`config.mk`:
```
export PLATFORM = sky130hd
export DESIGN_NAME = stl_top
export DESIGN_NICKNAME = d
export VERILOG_FILES = /design/src/verilog/stl_pkg.sv /design/src/verilog/stl_compare.sv /design/src/verilog/stl_top.sv
export SDC_FILE = /design/constraint.sdc
export NUM_CORES = 1
export LEC_CHECK = 0
export BUFFER_PORTS_ARGS = -buffer_cell sky130_fd_sc_hd__buf_4
export CORE_MARGIN = 1
export CORE_UTILIZATION = 45
export CTS_CLUSTER_SIZE = 16
export DETAILED_ROUTE_END_ITERATION = 10
export GPL_TIMING_DRIVEN = 0
export HOLD_SLACK_MARGIN = 0.1
export PLACE_DENSITY = 0.67
export SLEW_MARGIN = 0
export SYNTH_ARGS = -nofsm -noshare
export SYNTH_HDL_FRONTEND = slang
export SYNTH_SLANG_ARGS = --single-unit
```
`constraint.sdc`:
```
create_clock -name clk -period 5.33 [get_ports clk]
set_input_delay 0.7995 -clock clk [delete_from_list [all_inputs] [get_ports clk]]
set_output_delay 0.7995 -clock clk [all_outputs]
set_load 0.05 [all_outputs]
```
`src/verilog/stl_pkg.sv`:
```
// shared constants and carrier types for the software travel-limit checker
// assumes a single 40 MHz clock and a parameter port owned by the drive logic
package stl_pkg;

  // parameter addresses on the drive's parameter port
  localparam logic [15:0] STL_ADDR_ENABLE = 16'h02fc;
  localparam logic [15:0] STL_ADDR_BOUND0 = 16'h02fe;
  localparam logic [15:0] STL_ADDR_BOUND1 = 16'h0302;
  localparam logic [15:0] STL_ADDR_STATUS = 16'h0306;

  // widths and reset values
  localparam int STL_EN_W = 8;
  localparam int STL_POS_W = 64;
  localparam logic [7:0] STL_EN_RESET = 8'h00;
  localparam logic [7:0] STL_EN_MAX = 8'h03;
  localparam logic [63:0] STL_BOUND0_RESET = 64'h0000_0000_0000_0000;
  localparam logic [63:0] STL_BOUND1_RESET = 64'h0000_0000_0010_0000;

  // field positions of the enable setting and of the status word
  localparam int STL_BIT_LIM0 = 0;
  localparam int STL_BIT_LIM1 = 1;

  // enable setting encodings
  typedef enum logic [1:0]
  {
    STL_EN_NONE = 2'b00,
    STL_EN_ZERO = 2'b01,
    STL_EN_ONE = 2'b10,
    STL_EN_BOTH = 2'b11
  } stl_en_mode_t;

  // one access on the parameter port
  typedef struct packed
  {
    logic rd;
    logic wr;
    logic [15:0] addr;
    logic [63:0] wdata;
  } stl_req_t;

  // answer to a read
  typedef struct packed
  {
    logic valid;
    logic [63:0] data;
  } stl_rsp_t;

endpackage

```
`src/verilog/stl_compare.sv`:
```
// registered compare unit: bound roles and per-limit active flags
// assumes position and bounds are stable two's complement numbers
`timescale 1ns/10ps
module stl_compare
  import stl_pkg::*;
(
  input wire logic clk,
  input wire logic rst_n,
  input wire logic [1:0] en_mode,
  input wire logic axis_homed,
  input wire logic signed [63:0] bound_zero,
  input wire logic signed [63:0] bound_one,
  input wire logic signed [63:0] actual_pos,
  output logic [1:0] active,
  output logic lower_hit,
  output logic upper_hit
);

  logic [1:0] next_active;
  logic next_lower_hit;
  logic next_upper_hit;
  logic swap;
  logic zero_is_upper;
  logic hit_zero;
  logic hit_one;

  // role choice, then each limit checked against its own role
  always_comb
  begin
    swap = (en_mode == STL_EN_BOTH) && (bound_zero > bound_one);
    zero_is_upper = swap;
    hit_zero = zero_is_upper ? (actual_pos >= bound_zero)
                             : (actual_pos <= bound_zero);
    hit_one = zero_is_upper ? (actual_pos <= bound_one)
                            : (actual_pos >= bound_one);
    // a non-homed axis has no trustworthy position, so no limit acts
    next_active[STL_BIT_LIM0] = axis_homed && en_mode[STL_BIT_LIM0]
                                && hit_zero;
    next_active[STL_BIT_LIM1] = axis_homed && en_mode[STL_BIT_LIM1]
                                && hit_one;
    next_lower_hit = zero_is_upper ? next_active[STL_BIT_LIM1]
                                   : next_active[STL_BIT_LIM0];
    next_upper_hit = zero_is_upper ? next_active[STL_BIT_LIM0]
                                   : next_active[STL_BIT_LIM1];
  end

  // flags registered once per clock
  always_ff @(posedge clk)
  begin
    if (!rst_n)
    begin
      active <= 2'b00;
      lower_hit <= 1'b0;
      upper_hit <= 1'b0;
    end
    else
    begin
      active <= next_active;
      lower_hit <= next_lower_hit;
      upper_hit <= next_upper_hit;
    end
  end

endmodule

```
`src/verilog/stl_top.sv`:
```
// software travel-limit checker: parameters, compare unit, stop outputs
// assumes req fields are synchronous to clk and rd and wr never overlap
//
// Function
// - enable 0 none, 1 only limit 0, 2 only limit 1, 3 both
// - enable bit 0 gates limit 0, bit 1 gates limit 1
// - no limit is active until the axis has been homed
// - with both enabled the greater bound is the upper bound
// - otherwise limit 0 is lower bound and limit 1 upper bound
// - enable held as 8-bit unsigned, 0 to 3, reset 0
// - limit 0 is a signed 64-bit position, reset to zero
// - limit 0 is the compare operand, lower or upper by configuration
// - software limits add to hardware limit inputs, never replace them
// - status reports each limit compared against actual position
// - status bit 0 limit 0 active, bit 1 limit 1, rest zero
`timescale 1ns/10ps
module stl_top
  import stl_pkg::*;
(
  input wire logic clk,
  input wire logic rst_n,
  input wire stl_req_t req,
  input wire logic axis_homed,
  input wire logic signed [63:0] actual_pos,
  input wire logic hw_limit_lo,
  input wire logic hw_limit_hi,
  output stl_rsp_t rsp,
  output logic wr_refused,
  output logic [1:0] travel_bound_status,
  output logic stop_lo,
  output logic stop_hi
);

  logic [7:0] travel_limit_enable_cfg;
  logic signed [63:0] travel_bound_zero;
  logic signed [63:0] travel_bound_one;
  logic [7:0] next_enable;
  logic [63:0] next_bound_zero;
  logic [63:0] next_bound_one;
  stl_rsp_t next_rsp;
  logic next_refused;
  logic lower_hit;
  logic upper_hit;
  logic next_stop_lo;
  logic next_stop_hi;

  // true for a write to one address
  function automatic logic wr_to(input stl_req_t r, input logic [15:0] a);
    wr_to = r.wr && (r.addr == a);
  endfunction

  // true for a read of one address
  function automatic logic rd_at(input stl_req_t r, input logic [15:0] a);
    rd_at = r.rd && (r.addr == a);
  endfunction

  // parameter writes; an out-of-range enable is dropped whole, not clipped
  always_comb
  begin
    next_enable = travel_limit_enable_cfg;
    next_bound_zero = travel_bound_zero;
    next_bound_one = travel_bound_one;
    next_refused = 1'b0;
    if (wr_to(req, STL_ADDR_ENABLE))
    begin
      if (req.wdata[63:0] <= {56'h0, STL_EN_MAX})
        next_enable = req.wdata[7:0];
      else
        next_refused = 1'b1;
    end
    else if (wr_to(req, STL_ADDR_BOUND0))
      next_bound_zero = req.wdata;
    else if (wr_to(req, STL_ADDR_BOUND1))
      next_bound_one = req.wdata;
    else if (wr_to(req, STL_ADDR_STATUS))
      next_refused = 1'b1; // status is read-only
  end

  // read answers one cycle after the request; unmapped reads give zero
  always_comb
  begin
    next_rsp.valid = req.rd;
    next_rsp.data = 64'h0000_0000_0000_0000;
    if (rd_at(req, STL_ADDR_ENABLE))
      next_rsp.data = {56'h0, travel_limit_enable_cfg};
    else if (rd_at(req, STL_ADDR_BOUND0))
      next_rsp.data = travel_bound_zero;
    else if (rd_at(req, STL_ADDR_BOUND1))
      next_rsp.data = travel_bound_one;
    else if (rd_at(req, STL_ADDR_STATUS))
      next_rsp.data = {62'h0, travel_bound_status};
  end

  // hardware inputs are ORed with the software limits, then registered one clock
  always_comb
  begin
    next_stop_lo = hw_limit_lo || lower_hit;
    next_stop_hi = hw_limit_hi || upper_hit;
  end

  // parameter and answer registers
  always_ff @(posedge clk)
  begin
    if (!rst_n)
    begin
      travel_limit_enable_cfg <= STL_EN_RESET;
      travel_bound_zero <= STL_BOUND0_RESET;
      travel_bound_one <= STL_BOUND1_RESET;
      rsp <= '0;
      wr_refused <= 1'b0;
      stop_lo <= 1'b0;
      stop_hi <= 1'b0;
    end
    else
    begin
      travel_limit_enable_cfg <= next_enable;
      travel_bound_zero <= next_bound_zero;
      travel_bound_one <= next_bound_one;
      rsp <= next_rsp;
      wr_refused <= next_refused;
      stop_lo <= next_stop_lo;
      stop_hi <= next_stop_hi;
    end
  end

  // compare unit; its flags are the status word itself
  stl_compare stl_compare_i
  (
    .clk(clk),
    .rst_n(rst_n),
    .en_mode(travel_limit_enable_cfg[1:0]),
    .axis_homed(axis_homed),
    .bound_zero(travel_bound_zero),
    .bound_one(travel_bound_one),
    .actual_pos(actual_pos),
    .active(travel_bound_status),
    .lower_hit(lower_hit),
    .upper_hit(upper_hit)
  );

  // checks on the decoded behaviour, one clock of compare latency
  AST_OFF_WHEN_ZERO: assert property (@(posedge clk) disable iff (!rst_n)
    travel_limit_enable_cfg == 8'h00 |=> travel_bound_status == 2'b00)
    else $error("limit active with enable 0");
  AST_ONLY_ZERO: assert property (@(posedge clk) disable iff (!rst_n)
    travel_limit_enable_cfg == 8'h01 |=> !travel_bound_status[1])
    else $error("limit 1 active with enable 1");
  AST_ONLY_ONE: assert property (@(posedge clk) disable iff (!rst_n)
    travel_limit_enable_cfg == 8'h02 |=> !travel_bound_status[0])
    else $error("limit 0 active with enable 2");
  AST_NOT_HOMED: assert property (@(posedge clk) disable iff (!rst_n)
    !axis_homed |=> travel_bound_status == 2'b00)
    else $error("limit active on unhomed axis");
  AST_BOTH_SWAP: assert property (@(posedge clk) disable iff (!rst_n)
    travel_limit_enable_cfg == 8'h03 && axis_homed
    && travel_bound_zero > travel_bound_one
    && actual_pos >= travel_bound_zero
    |=> travel_bound_status[0] ##1 stop_hi)
    else $error("greater bound not used as upper");
  AST_SINGLE_LOWER: assert property (@(posedge clk) disable iff (!rst_n)
    travel_limit_enable_cfg == 8'h01 && axis_homed
    && actual_pos <= travel_bound_zero |=> travel_bound_status[0])
    else $error("limit 0 not acting as lower bound");
  AST_UPPER_ONE: assert property (@(posedge clk) disable iff (!rst_n)
    travel_limit_enable_cfg == 8'h02 && axis_homed
    && actual_pos >= travel_bound_one |=> travel_bound_status[1])
    else $error("limit 1 not acting as upper bound");
  AST_EN_RANGE: assert property (@(posedge clk) disable iff (!rst_n)
    travel_limit_enable_cfg <= 8'h03)
    else $error("enable outside 0 to 3");
  AST_BOUND0_WRITE: assert property (@(posedge clk) disable iff (!rst_n)
    req.wr && req.addr == STL_ADDR_BOUND0
    |=> travel_bound_zero == $past(req.wdata))
    else $error("limit 0 write not stored");
  AST_HW_PASS: assert property (@(posedge clk) disable iff (!rst_n)
    hw_limit_lo |=> stop_lo)
    else $error("hardware limit masked");
  AST_HW_PASS_HI: assert property (@(posedge clk) disable iff (!rst_n)
    hw_limit_hi |=> stop_hi)
    else $error("hardware upper limit masked");
  // the stop pair lags the status word by one more clock
  AST_BOTH_LOWER: assert property (@(posedge clk) disable iff (!rst_n)
    travel_limit_enable_cfg == 8'h03 && axis_homed
    && travel_bound_zero > travel_bound_one && actual_pos <= travel_bound_one
    |=> travel_bound_status[1] ##1 stop_lo)
    else $error("smaller bound not used as lower");
  AST_BOTH_PLAIN: assert property (@(posedge clk) disable iff (!rst_n)
    travel_limit_enable_cfg == 8'h03 && axis_homed
    && travel_bound_zero <= travel_bound_one && actual_pos <= travel_bound_zero
    |=> travel_bound_status[0] ##1 stop_lo)
    else $error("smaller limit 0 not used as lower");
  // enable writes: in range stored, out of range refused and kept
  AST_EN_STORE: assert property (@(posedge clk) disable iff (!rst_n)
    req.wr && req.addr == STL_ADDR_ENABLE
    && req.wdata <= 64'h0000_0000_0000_0003
    |=> {56'h0, travel_limit_enable_cfg} == $past(req.wdata))
    else $error("enable write not stored");
  AST_EN_REFUSE: assert property (@(posedge clk) disable iff (!rst_n)
    req.wr && req.addr == STL_ADDR_ENABLE
    && req.wdata > 64'h0000_0000_0000_0003
    |=> wr_refused && $stable(travel_limit_enable_cfg))
    else $error("out-of-range enable not refused");
  AST_EN_READ: assert property (@(posedge clk) disable iff (!rst_n)
    req.rd && req.addr == STL_ADDR_ENABLE
    |=> rsp.valid && rsp.data == {56'h0, $past(travel_limit_enable_cfg)})
    else $error("enable read mismatch");
  AST_STATUS_READ: assert property (@(posedge clk) disable iff (!rst_n)
    req.rd && req.addr == STL_ADDR_STATUS
    |=> rsp.valid && rsp.data == {62'h0, $past(travel_bound_status)})
    else $error("status read mismatch");

  // main scenarios, watched by coverage; swap, lower stop and refusal are also asserted above
  COV_BOTH_SWAPPED: cover property (@(posedge clk) disable iff (!rst_n)
    travel_limit_enable_cfg == 8'h03 && travel_bound_zero > travel_bound_one
    && travel_bound_status[0]);
  COV_LOWER_STOP: cover property (@(posedge clk) disable iff (!rst_n)
    stop_lo && !hw_limit_lo);
  COV_REFUSED: cover property (@(posedge clk) disable iff (!rst_n)
    wr_refused);
  COV_BOTH_PLAIN: cover property (@(posedge clk) disable iff (!rst_n)
    travel_limit_enable_cfg == 8'h03 && travel_bound_zero < travel_bound_one
    && travel_bound_status[1]);

endmodule
```
==> qor.yml <==
outcome: "complete, no violations"
layout_common_cells: "219 x buf_4, 208 x dfxtp_1, 192 x ha_1"
cap_violations: 0
p_sw_frac: 0.2359
ff2ff_path_depth: 10
grt_pass1_wl_um: 59770
placed_cell_area_sq_um: 14410
die-height_um: 167.6
port_buffers: 219
dp_hpwl_um: 30140
power_density_nw_per_um2: 233.3
synthFlopType: "dfxtp_1"
finalSetupTns_ns: 0
vias: 11330
antenna_cells: 0
cp-start-kind: "input pin"
worst_slew_margin_rel: 0.2719
finalHoldViolCount: 0
post_drt_wl_per_cell_um: 18.91
drtIter0Drc: 857
cts_resized: 0
power_frac_seq: 0.439
h-tree-depth: 1
clkTransAtPathRegs_ns: 0.06
final_common_cell: "buf_4"
crit_type: "input pin to register"
hold_start: "stl_compare_i.upper_hit"
power.share.clock: 0.471
hold_class: "register to register"
ir_drop_uv: 189.3
drt-total-wl_um: 38430
ant_nets: 0
slew_viol_final: 0
ys_ff_latch: 208
gp_congestion: 0.8971
cts_tree: "built"
worst_slack_ns: 1.744
tightest_slew_ns: 1.082
synthArstFlopShare: 0
final.period_utilization: 0.6728
syn-instance-count: 1432
reg2reg_slack_ns: 2.02
cp_max_fo: 10
drc_errors: 0
grt_pass1_vias: 10960
fin_skew_ns: 0.009563
initial_core_util: 0.4578
max_clock_freq_mhz: 278.9
cts_made_buffers: 24
worstSetupEndpointType: "register"
clock_path_buffers: 3
whs_endpoint: "stop_hi"
drive_gt1_frac: 0.1602
p_leak_nw: 6.521
seq_area_frac_synth: 0.3375
clkSinkCount: 208
die_x_um: 167.6
setup_viol: 0
post-route-cell-area_sq_um: 15200
place_ws_ns: 1.246
ys_warn_count: 0
rows: 60
grt_max_degree: 13
cp_data_arrival_time_ns: 3.99
hold_depth: 1
core_sq_um: 26950
post-route-min-period_ns: 3.586
root_buffer: "clkbuf_16"
syn_area_per_cell_sq_um: 8.616
p_int_mw: 2.710
nNetsFinal: 2020
clk_latency_ns: 0.53
rsz0062_at_grt: "no"
io_pins: 221
dr.pass1.iters: 7
area_delta_synth_final_pct: 23.20
fillCellCount: 2497
synth.distinct_cells: 51
final_util: 0.5640
combinationalPowerShare: 0.091
antenna_found_initial: 1
power_switching_mw: 0.8366
postCtsHoldBufs: 0
overflow: 0
grt_util_all_layers: 0.2716
synth_edf_count: 0
timing.rr.start: "travel_bound_one[19]"
rr_endpoint: "stl_compare_i.active[1]"
cp.required_ns: 5.73
post_cts_buffers: 0
via_per_inst: 5.573
die_area_sq_um: 28080
syn_nets: 1775
netlist_area_sq_um: 12340
-- cells in the mapped netlist, types with 3 or more instances --
master,number,area share
a2111o_1,3,0.0027
a21boi_0,63,0.038
a21o_1,12,0.0073
a21oi_1,80,0.032
a221o_1,4,0.0032
a221oi_1,8,0.0057
a222oi_1,6,0.0049
a22oi_1,60,0.037
and2_1,7,0.0035
and3_1,8,0.0041
and4_1,3,0.0021
buf_2,9,0.0037
clkbuf_1,46,0.014
dfxtp_1,208,0.34
ha_1,192,0.19
inv_1,138,0.042
mux2i_1,69,0.056
nand2_1,178,0.054
nand2b_1,5,0.0025
nand3_1,24,0.0097
nand4_1,51,0.026
nor2_1,76,0.023
nor2b_1,78,0.040
nor3_1,9,0.0037
nor4_1,28,0.014
o211ai_1,6,0.0037
o21a_1,4,0.0024
o21ai_0,27,0.011
-- flip-flops by register name, summed over array words and instances (netlist names) --
name,flops
stl_compare_i.lower_hit,1
stl_compare_i.upper_hit,1
stl_compare_i.active,2
rsp,65
wr_refused,1
travel_bound_zero,64
travel_bound_one,64
travel_limit_enable_cfg,8
stop_hi,1
stop_lo,1
-- cell type report --
type | instances | area, sq um | share of cell area
buffer | 57 | 225.2 | 0.01482
sequential | 208 | 4164 | 0.2739
clock inverter | 9 | 100.1 | 0.006585
timing repair buffer | 219 | 1644 | 0.1082
tap | 341 | 426.7 | 0.02807
inverter | 138 | 518.0 | 0.03408
clock buffer | 32 | 691.9 | 0.04552
multi-input combinational | 1029 | 7431 | 0.4888
-- critical path, stage by stage --
cell and delay [ns]:
buf_4 0.11, nor4b_1 0.38, nand2_1 0.13, nor4_1 0.53, and2_1 0.20, clkbuf_1 0.42, nand2b_1 0.25, clkbuf_1 0.70
buf_2 0.36, nor2_1 0.10
-- per-layer routing --
| metal | up-vias | track usage | wire length, um |
|---|---|---|---|
| met3 | 72 | 0.03900 | 2480 |
| met4 | 2 | 0.08895 | 1141 |
| met2 | 399 | 0.4377 | 17140 |
| met1 | 5311 | 0.3716 | 17660 |
| li1 | 5546 | - | - |
| met5 | - | 0 | 17 |
-- cell families (layout without fill, tap and decap cells) --
family,Yosys count,in the layout,share of synthesized area
adder cells (fa/ha/maj),192,192,0.1947
flip-flops,208,208,0.3375
AO/OA/AOI/OAI,290,290,0.1608
multiplexers,69,69,0.05598
AND/OR/NAND/NOR,475,475,0.1875
XOR/XNOR,3,3,0.003245
buffers and inverters,195,455,0.06024
-- stage by stage --
stage	power [mW]	hold WS (ns)	instances
detailed placement	1.908	0.4365	1992
finish	3.547	0.4392	2033
floorplan	1.728	0.4177	1432
global route	3.662	0.4632	2033
CTS	3.561	0.4437	2033
global placement	1.903	0.4266	1992
-- power by group through the flow --
| stage | Clock [mW] | Sequential, mW | Combinational [mW] |
|---|---|---|---|
| after floorplan | 0 | 1.59 | 0.133 |
| after global placement | 0 | 1.59 | 0.312 |
| after detailed placement | 0 | 1.59 | 0.317 |
| after CTS | 1.69 | 1.56 | 0.319 |
| after global routing | 1.75 | 1.56 | 0.354 |
| final | 1.67 | 1.56 | 0.322 |
-- worst max-delay path by stage --
stage	start	end	slack [ns]	cells past startpoint
6_report	req[64]	rsp[47]	1.74	10
5_1_grt	req[64]	rsp[23]	1.47	10
4_1_cts	req[64]	rsp[23]	1.78	10
3_5_place_dp	req[64]	rsp[32]	1.25	10
3_3_place_gp	req[64]	rsp[30]	1.18	10
2_1_floorplan	actual_pos[63]	stl_compare_i.upper_hit	2.51	9
(Power assumes the default switching activity.)
